File: src/shared/tight_memory_cfg.svh
// Constants for the tight memory SRAM port.
// Assumes inclusion by bare name from design files.
`ifndef TIGHT_MEMORY_CFG_SVH
`define TIGHT_MEMORY_CFG_SVH
`define TM_DATA_W      64
`define TM_ADDR_W      20
`define TM_LANES       8
`define TM_CS_W        2
`define TM_LANES_PER_CS 4
`define TM_DMA_GAP_CYC 2
`endif

File: src/shared/tight_memory_pkg.sv
// Types for the tight memory SRAM port.
// Assumes no surroundings beyond the cfg header.
package tight_memory_pkg;
   typedef enum logic [2:0] {
      ST_IDLE = 3'b001,
      ST_WAIT = 3'b010,
      ST_DMA  = 3'b100
   } own_state_e;
endpackage

File: src/core/byte_parity_gen.sv
// Odd parity generator, one bit per byte lane.
// Assumes combinational use; the caller registers the result.
`timescale 1ns/1ps
`include "tight_memory_cfg.svh"
module byte_parity_gen
(
   input  wire logic [`TM_DATA_W-1:0] data,
   output logic      [`TM_LANES-1:0]  parity
);
   // One when the byte holds an even count of ones
   function automatic logic odd_bit(input logic [7:0] b);
      odd_bit = ~(^b);
   endfunction

   genvar g;
   generate
      for (g = 0; g < `TM_LANES; g = g + 1)
      begin : lane
         assign parity[g] = odd_bit(data[8*g +: 8]); // RULE9
      end
   endgenerate
endmodule

File: src/core/tight_memory_sram_port.sv
// Processor-side port to one tightly coupled SRAM bank pair.
// Assumes SRAM and DMA share clk; mem_wait_in is synchronous to clk.
`timescale 1ns/1ps
`include "tight_memory_cfg.svh"
// Summary of operation
// RULE1: All RAM outputs zero during reset
// RULE2: Memory returns read data next cycle
// RULE3: Waited read data follows wait release
// RULE4: Any wait length extends the access
// RULE5: Write data launched with address, control
// RULE6: Write incomplete until wait released
// RULE7: DMA ownership forces outputs to zero
// RULE8: DMA request low two cycles between
// RULE9: Odd parity per byte lane
// RULE10: Parity always on, not configurable
// RULE11: No parity check on read data
// RULE12: Instruction parity bit n covers byte n
// RULE13: Data parity bit n covers byte n
// RULE14: Wait ignored without a request presented
// RULE15: Chip select per half, enable per lane
// RULE16: DMA requests a cycle before use
// RULE17: Processor wins; DMA after pending work
// RULE18: Parity launched with its data byte
module tight_memory_sram_port
   import tight_memory_pkg::*;
(
   input  wire logic                   clk,
   input  wire logic                   rst_b,
   input  wire logic                   cpu_req,
   input  wire logic                   cpu_write,
   input  wire logic [`TM_ADDR_W-1:0]  cpu_addr,
   input  wire logic [`TM_LANES-1:0]   cpu_byte_en,
   input  wire logic [`TM_DATA_W-1:0]  cpu_wdata,
   input  wire logic                   pend_writes,
   output logic                        cpu_ready,
   output logic                        cpu_rvalid,
   output logic [`TM_DATA_W-1:0]       cpu_rdata,
   output logic                        dma_granted,
   input  wire logic                   dma_port_request,
   input  wire logic                   mem_wait_in,
   input  wire logic [`TM_DATA_W-1:0]  ram_read_data,
   output logic [`TM_CS_W-1:0]         ram_chip_select,
   output logic                        ram_write_en,
   output logic [`TM_ADDR_W-1:0]       ram_addr,
   output logic [`TM_LANES-1:0]        byte_write_lane_enable,
   output logic [`TM_DATA_W-1:0]       ram_write_data,
   output logic [`TM_LANES-1:0]        ram_write_parity
);
   own_state_e                 state_reg, state_next;
   logic [`TM_CS_W-1:0]        cs_reg;
   logic                       we_reg;
   logic [`TM_ADDR_W-1:0]      addr_reg;
   logic [`TM_LANES-1:0]       bwe_reg;
   logic [`TM_DATA_W-1:0]      wd_reg;
   logic [`TM_LANES-1:0]       par_reg;
   logic                       rd_pend_reg;
   logic [`TM_DATA_W-1:0]      rdata_reg;
   logic                       rvalid_reg;
   logic [`TM_LANES-1:0]       par_next;

   // Chip select for a lane group: any byte enabled in that half
   function automatic logic [`TM_CS_W-1:0] cs_of(
      input logic [`TM_LANES-1:0] be);
      cs_of = {|be[7:4], |be[3:0]};
   endfunction

   wire active     = |cs_reg;
   wire wait_seen  = active && mem_wait_in;      // RULE14
   wire in_dma     = (state_reg == ST_DMA);
   wire can_issue  = !in_dma && !wait_seen;
   wire take_cpu   = cpu_req && can_issue;        // RULE17
   wire dma_ok     = dma_port_request && !cpu_req && !pend_writes
                     && !wait_seen;               // RULE17
   wire rd_done    = rd_pend_reg && !wait_seen;   // RULE3 RULE14

   byte_parity_gen u_par
   (
      .data   (cpu_wdata),
      .parity (par_next)
   );

   always_comb
   begin
      state_next = state_reg;
      case (state_reg)
         ST_IDLE:
            if (wait_seen)
               state_next = ST_WAIT;
            else if (dma_ok)
               state_next = ST_DMA;
         ST_WAIT:
            if (!mem_wait_in)
               state_next = ST_IDLE;              // RULE6
         ST_DMA:
            if (!dma_port_request)
               state_next = ST_IDLE;              // RULE16
         default:
            state_next = ST_IDLE;
      endcase
   end

   always_ff @(posedge clk)
   begin
      if (!rst_b)
         state_reg <= ST_IDLE;
      else
         state_reg <= state_next;
   end

   // Launch address, control, data and parity together
   always_ff @(posedge clk)
   begin
      if (!rst_b || state_next == ST_DMA)
      begin
         cs_reg   <= '0;                          // RULE1 RULE7
         we_reg   <= 1'b0;
         addr_reg <= '0;
         bwe_reg  <= '0;
         wd_reg   <= '0;
         par_reg  <= '0;
      end
      else if (!wait_seen)                        // RULE4
      begin
         cs_reg   <= take_cpu ? cs_of(cpu_byte_en) : '0; // RULE15
         we_reg   <= take_cpu && cpu_write;
         addr_reg <= take_cpu ? cpu_addr : '0;
         bwe_reg  <= (take_cpu && cpu_write) ? cpu_byte_en : '0;
         wd_reg   <= (take_cpu && cpu_write) ? cpu_wdata : '0; // RULE5
         par_reg  <= (take_cpu && cpu_write) ? par_next : '0;  // RULE18
      end
   end

   // Read return; parity of read data is never checked
   always_ff @(posedge clk)
   begin
      if (!rst_b)
      begin
         rd_pend_reg <= 1'b0;
         rvalid_reg  <= 1'b0;
         rdata_reg   <= '0;
      end
      else
      begin
         rvalid_reg <= rd_done;                   // RULE2 RULE11
         if (rd_done)
            rdata_reg <= ram_read_data;
         if (!wait_seen)
            rd_pend_reg <= take_cpu && !cpu_write;
      end
   end

   assign cpu_ready              = can_issue;
   assign cpu_rvalid             = rvalid_reg;
   assign cpu_rdata              = rdata_reg;
   assign dma_granted            = in_dma;
   assign ram_chip_select        = cs_reg;
   assign ram_write_en           = we_reg;
   assign ram_addr               = addr_reg;
   assign byte_write_lane_enable = bwe_reg;
   assign ram_write_data         = wd_reg;
   assign ram_write_parity       = par_reg;   // RULE10 RULE12 RULE13

   logic [1:0] dma_low_cnt_reg;
   always_ff @(posedge clk)
   begin
      if (!rst_b)
         dma_low_cnt_reg <= 2'(`TM_DMA_GAP_CYC);
      else if (dma_port_request)
         dma_low_cnt_reg <= 2'h0;
      else if (dma_low_cnt_reg != 2'(`TM_DMA_GAP_CYC))
         dma_low_cnt_reg <= dma_low_cnt_reg + 2'h1;
   end

   AST_RESET_ZERO: assert property (@(posedge clk) // RULE1
      !rst_b |=> ({ram_chip_select, ram_write_en, ram_addr,
                   byte_write_lane_enable, ram_write_data,
                   ram_write_parity} == '0))
      else $error("RAM outputs not zero after reset");
   AST_DMA_ZERO: assert property (@(posedge clk) disable iff (!rst_b) // RULE7
      in_dma |-> ({ram_chip_select, ram_write_en, ram_addr,
                   byte_write_lane_enable, ram_write_data,
                   ram_write_parity} == '0))
      else $error("RAM outputs driven during DMA");
   AST_WAIT_HOLD: assert property (@(posedge clk) disable iff (!rst_b) // RULE4
      wait_seen |=> $stable(ram_addr) && $stable(ram_chip_select))
      else $error("Access not held during wait");
   AST_WAIT_STATE: assert property (@(posedge clk) disable iff (!rst_b) // RULE6
      (state_reg == ST_IDLE && wait_seen) |=> state_reg == ST_WAIT)
      else $error("Wait not recorded");
   AST_NO_WAIT_IDLE: assert property (@(posedge clk) // RULE14
      disable iff (!rst_b)
      (!active && mem_wait_in && state_reg == ST_IDLE && !dma_ok)
      |=> state_reg == ST_IDLE)
      else $error("Wait acted on without request");
   AST_WDATA_WITH_ADDR: assert property (@(posedge clk) // RULE5
      disable iff (!rst_b)
      (take_cpu && cpu_write && !wait_seen && !dma_ok)
      |=> ram_write_en && ram_write_data == $past(cpu_wdata))
      else $error("Write data not launched with address");
   AST_PARITY_ODD: assert property (@(posedge clk) disable iff (!rst_b) // RULE9
      ram_write_en |-> (^{ram_write_data[7:0], ram_write_parity[0]})
      && (^{ram_write_data[63:56], ram_write_parity[7]}))
      else $error("Parity not odd");
   AST_RDATA_NEXT: assert property (@(posedge clk) disable iff (!rst_b) // RULE2
      (rd_pend_reg && !mem_wait_in) |=> cpu_rvalid
      && cpu_rdata == $past(ram_read_data))
      else $error("Read data not captured");
   AST_CPU_PRIO: assert property (@(posedge clk) disable iff (!rst_b) // RULE17
      (state_reg == ST_IDLE && cpu_req && dma_port_request)
      |=> !in_dma)
      else $error("DMA won over processor");
   AST_CS_LANES: assert property (@(posedge clk) disable iff (!rst_b) // RULE15
      ram_write_en |-> ram_chip_select ==
      {|byte_write_lane_enable[7:4], |byte_write_lane_enable[3:0]})
      else $error("Chip select lane mismatch");

   COV_READ_WAIT: cover property (@(posedge clk) disable iff (!rst_b)
      rd_pend_reg && mem_wait_in ##1 !mem_wait_in ##1 cpu_rvalid);
   COV_WRITE_WAIT: cover property (@(posedge clk) disable iff (!rst_b)
      ram_write_en && mem_wait_in ##1 mem_wait_in);
   COV_DMA: cover property (@(posedge clk) disable iff (!rst_b)
      state_reg == ST_IDLE ##1 in_dma ##1 state_reg == ST_IDLE);
   COV_DMA_GAP: cover property (@(posedge clk) disable iff (!rst_b)
      dma_low_cnt_reg == 2'(`TM_DMA_GAP_CYC) && dma_port_request);
endmodule

File: config.mk
export PLATFORM = sky130hd
export DESIGN_NAME = tight_memory_sram_port
export DESIGN_NICKNAME = d
export VERILOG_FILES = /design/src/shared/tight_memory_pkg.sv /design/src/core/byte_parity_gen.sv /design/src/core/tight_memory_sram_port.sv
export VERILOG_INCLUDE_DIRS = /design/src /design/src/shared
export SDC_FILE = /design/constraint.sdc
export NUM_CORES = 1
export LEC_CHECK = 0
export BUFFER_PORTS_ARGS = -buffer_cell sky130_fd_sc_hd__buf_2
export CELL_PAD_IN_SITES_DETAIL_PLACEMENT = 0
export CELL_PAD_IN_SITES_GLOBAL_PLACEMENT = 1
export CORE_ASPECT_RATIO = 0.6
export CORE_MARGIN = 5
export CORE_UTILIZATION = 37
export DETAILED_ROUTE_END_ITERATION = 6
export GPL_TIMING_DRIVEN = 0
export PLACE_DENSITY_LB_ADDON = 0.3
export REMOVE_ABC_BUFFERS = 1
export SYNTH_ARGS = -nofsm -noshare
export SYNTH_HDL_FRONTEND = slang
export SYNTH_HIERARCHICAL = 1
export SYNTH_SLANG_ARGS = --single-unit
File: constraint.sdc
create_clock -name clk -period 3.8 [get_ports clk]
set_clock_uncertainty 0.05 [all_clocks]
set_input_delay 0.19 -clock clk [delete_from_list [all_inputs] [get_ports clk]]
set_output_delay 0.19 -clock clk [all_outputs]
set_load 0.1 [all_outputs]
**Word-level counts from Yosys, hierarchy flattened**

Index checks and enable logic that the tools add are counted.
Widths: inputs -> output; s select.

- Flip-flop bits (word level): 172
- Bits of input ports: 163
- Output and inout bits: 170

- Equality and inequality tests: 4
- Multiplexer cells: 10
- Bitwise logic cells: 8
- Reduce and logical (&&, ||, !) cells: 27

Operators with widths:

| cell | count |
|---|---|
| $mux 64 | 1 |
| $reduce_xor 8->1 | 8 |
| $mux 20 | 1 |
| $mux 8 | 2 |
| $mux 3 | 4 |
| $logic_and 1x1->1 | 9 |
| $pmux 3 s3 | 1 |
| $not 1->1 | 8 |
| $reduce_or 4->1 | 2 |
| $eq 3x3->1 const B | 2 |
| $logic_not 1->1 | 6 |
| $eq 3x1->1 const B | 1 |
| $eq 3x2->1 const B | 1 |
| $mux 2 | 1 |
| $reduce_or 2->1 | 1 |
| $logic_or 1x1->1 | 1 |

**Depth between registers and ports, before layout**

- Word-level depth: 9
- Depth in mapped cells: 6
- Mapped depth without buffers: 5

**Cells and area by module**

The synthesis kept the hierarchy.

By module, submodules not included:

| module | instances | cells each | area an instance (µm²) |
|---|---|---|---|
| tight_memory_sram_port | 1 | 821 | 7215.7 |
| byte_parity_gen | 1 | 56 | 490.5 |

**Least setup slack after synthesis**

OpenSTA, ideal clock, no wires.

- Path type: register -> output
- Start: register cs_reg[0] (netlist: ram_chip_select[0])
- End: output port cpu_ready
- Arrival time: 2.781 ns
- Setup slack: 0.779 ns
- Stages on the path, launching flop included: 6
- Buffers on the path: 3
- Path through: dfxtp_1 > o21a_1 > buf_2 > clkbuf_1 > clkbuf_1 > nor2_1

- Cells in the longest elaborated chain, start to end: 4

Ends and longest elaborated chain:

| item | RTL line | text |
|---|---|---|
| from (decl) | tight_memory_sram_port.sv:50 | `` logic [`TM_CS_W-1:0] cs_reg; `` |
| from (signal assigned) | tight_memory_sram_port.sv:124 | `cs_reg <= take_cpu ? cs_of(cpu_byte_en) : '0;` |
| $reduce_or 2->1 | tight_memory_sram_port.sv:67 | `wire active = \|cs_reg;` |
| $logic_and 1x1->1 | tight_memory_sram_port.sv:68 | `wire wait_seen = active && mem_wait_in;` |
| $logic_not 1->1 | - |  |
| $logic_and 1x1->1 | tight_memory_sram_port.sv:70 | `wire can_issue = !in_dma && !wait_seen;` |
| to (decl) | tight_memory_sram_port.sv:35 | `output logic cpu_ready,` |

No other way between the ends.

**Worst setup path after layout**

- Start: register state_reg[1]
- End: output port cpu_ready

- Cells in the longest elaborated chain, start to end: 3

Ends and longest elaborated chain:

| item | RTL line | text |
|---|---|---|
| from (decl) | tight_memory_sram_port.sv:49 | `own_state_e state_reg, state_next;` |
| from (signal assigned) | tight_memory_sram_port.sv:107 | `state_reg <= state_next;` |
| $eq 3x3->1 | tight_memory_sram_port.sv:69 | `wire in_dma = (state_reg == ST_DMA);` |
| $logic_not 1->1 | tight_memory_sram_port.sv:70 |  |
| $logic_and 1x1->1 | tight_memory_sram_port.sv:70 |  |

No other way between the ends.

==> flow_metrics.env <==
export IMPL_io_buffer_count=332
export IMPL_synth_cell_types=34
export IMPL_track_usage=0.236
export IMPL_critPathMaxFanout=62
export IMPL_syn_area_um2=7710
export IMPL_synth_top_cells_by_area="dfxtp_1 (45%), a32oi_1 (12%), nand4_1 (8.4%)"
export IMPL_dp_cells=1392
export IMPL_ant_nets=0
export IMPL_worst_path_max_delay_cell="or3b_4"
export IMPL_ys_flop_type="dfxtp_1"
export IMPL_synth_compound_area_frac=0.234
export IMPL_start_util=0.381
export IMPL_endpoint="cpu_ready"
export IMPL_core_area_um2=20200
export IMPL_vias_per_cell=5.49
export IMPL_die_h_um=122
export IMPL_post_place_ws_ns=0.852
export IMPL_globalRouteMet3Util=0.0622
export IMPL_power_leakage_nw=4.84
export IMPL_end_kind="output pin"
export IMPL_grtUsageMet1=0.311
export IMPL_nets=1459
export IMPL_power_density_nw_per_um2=484
export IMPL_cts_buffers=17
export IMPL_cp_startpoint="state_reg[1]$_SDFF_PN0_"
export IMPL_routabilityCongestion=0.823
export IMPL_critPathTopFamily="buffers and inverters"
export IMPL_drive_gt1_frac=0.301
export IMPL_antenna_cells=0
export IMPL_crit_chain="or3b_4, buf_16, inv_1, nor2_1, buf_2"
export IMPL_r2r_slack_ns=1.15
export IMPL_dr_pass1_iters=5
export IMPL_instances_no_fill=1580
export IMPL_hp_class="primary input to register"
export IMPL_avgSynthCellArea_um2=8.79
export IMPL_overflow=0
export IMPL_cts_tree="done"
export IMPL_drc=0
export IMPL_cp_required_ns=3.56
export IMPL_synth_top_family_by_area="compound AO/OA/AOI/OAI gates"
export IMPL_insertion_delay_ns=0.43
export IMPL_wl_per_cell_um=18.5
export IMPL_row_count=40
export IMPL_layout_common_cells="buf_2 (332), dfxtp_1 (171), dlygate4sd3_1 (158)"
export IMPL_synth_seq_cells=172
export IMPL_grt_setup_unrepaired="no"
export IMPL_worstMarginPinSlew_ns=1.21
export IMPL_vias=8674
export IMPL_die_w_um=196
export IMPL_worstPathArrival_ns=2.48
export IMPL_use_met2=0.369
export IMPL_antenna_found_initial=0
export IMPL_maxCapViolCount=0
export IMPL_multiInputGateArea_um2=3800
export IMPL_vdd_drop_max_uv=337
export IMPL_hold_viol=0
export IMPL_setup_slack_ns=1.08
export IMPL_ctsResizeCount=0
export IMPL_yosys_area_share_adder=0
export IMPL_cts_buffer_depth=2
export IMPL_totalPowerFinal_mw=5.72
export IMPL_nFillCells=1796
export IMPL_final_max_slew_viol_count=0
export IMPL_htree_levels=4
export IMPL_whs_ns=0.0346
export IMPL_final_common_cell="buf_2"
export IMPL_crit_type="register to output pin"
export IMPL_clkTransAtPathRegs_ns=0.06
export IMPL_netlist_area_leader_share=0.447
export IMPL_yosysWarnings=6
export IMPL_placed_cell_area_um2=9670
export IMPL_max_freq_mhz=367
export IMPL_area_delta_synth_final_pct=53.3
export IMPL_status="finished, final reports clean"
export IMPL_critical_path_depth=5
export IMPL_stdcell_area_um2=11800
export IMPL_synth_edff_count=0
export IMPL_io_pins=333
export IMPL_dp_hpwl_um=18500
export IMPL_final_seq_area_um2=3440
export IMPL_setup_violations=0
export IMPL_routed_wl_um=29300
export IMPL_worstHoldStart="ram_read_data[46]"
export IMPL_cp_start_kind="register"
export IMPL_period_share=0.716
export IMPL_cts_sinks=172
export IMPL_yosys_area_share_simple=0.191
export IMPL_grt_max_degree=82
export IMPL_drt_iter0_markers=656
export IMPL_synth_largest_area_cell="dfxtp_1"
export IMPL_synthMuxAreaShare=0
export IMPL_grt_pass1_vias=8587
export IMPL_ys_seq_area_frac=0.447
export IMPL_post_synth_xor_area_fraction=0.0648
export IMPL_top_usage_layer="met2"
export IMPL_async_reset_ff_frac=0
export IMPL_slew_headroom=0.192
export IMPL_timing_rr_start="state_reg[0]$_SDFF_PN1_"
export IMPL_cp_num_buf_inv=3
export IMPL_period_needed_ns=2.72
export IMPL_root_buffer="clkbuf_16"
export IMPL_grt_pass1_wl_um=46300
export IMPL_dieArea_um2=23900
export IMPL_r2r_end="ram_addr[11]$_SDFFE_PP0N_"
export IMPL_r2r_cells=5
export IMPL_syn_inst=877
export IMPL_critical_path_max_stage_delay_ns=0.59
[cells by family after synthesis]
group                     Yosys count
buffers and inverters             117
DFF                               172
AOI/OAI and AO/OA                 242
and+or+nand+nor                   289
xor gates and xnor gates           57
[Yosys cell counts (3+ instances only)]
library cell,number
clkbuf_1,86
xnor2_1,57
dfxtp_1,172
a32oi_1,103
nand2_1,105
buf_1,3
nand4_1,103
o21ai_0,66
a21boi_0,65
nand3_1,65
buf_4,8
buf_2,18
[cell type report]
cell class                 instances  share of cell area
clock buffer                      23              0.0404
clock inverter                     7             0.00762
inverter                           2            0.000741
multi-input combinational        588               0.322
sequential                       172               0.292
tap                              273              0.0289
timing repair buffer             515               0.309
[where the power goes]
part	total (mW)	internal [mW]	switching, mW
sequential	2.00	1.92	0.0717
clock	1.72	1.01	0.711
combinational	2.00	0.527	1.47
total	5.72	3.46	2.26
[worst reg2reg max path, delay by kind of cell, from the launching register on]
kind / cells / cell delay (ns)
buffers and inverters: 2 / 0.51
DFF: 1 / 0.41
and+or+nand+nor: 1 / 0.47
AOI/OAI and AO/OA: 2 / 1.07
[through the flow]
stage	TNS [ns]	util
detailed placement	0	0.478
global route	0	0.584
CTS	0	0.584
floorplan	-520.50	-
finish	0	0.584
global placement	-1065.58	0.456
[layer usage]
metal  wire (um)  part of all wire
met3        2290             0.078
met2       13400              0.46
met1       12800              0.44
met5           0                 0
met4         732             0.025
[how the worst min path moves through the flow]
stage | to | slack (ns) | depth (start not counted)
5_1_grt | cpu_rdata[46]$_SDFFE_PN0P_ | 0.04 | 3
3_3_place_gp | ram_write_data[28]$_SDFFE_PP0N_ | 0.38 | 2
3_5_place_dp | ram_addr[8]$_SDFFE_PP0N_ | 0.39 | 2
2_1_floorplan | state_reg[0]$_SDFF_PN1_ | 0.21 | 1
6_report | cpu_rdata[46]$_SDFFE_PN0P_ | 0.03 | 3
4_1_cts | cpu_rdata[46]$_SDFFE_PN0P_ | 0.02 | 3
[timing repair]
item / CTS / global route
buffers inserted: 0 / 0
hold endpoints to repair: 158 / 0
hold buffers: 158 / 0
No activity file was read; power rests on OpenSTA's default activity.
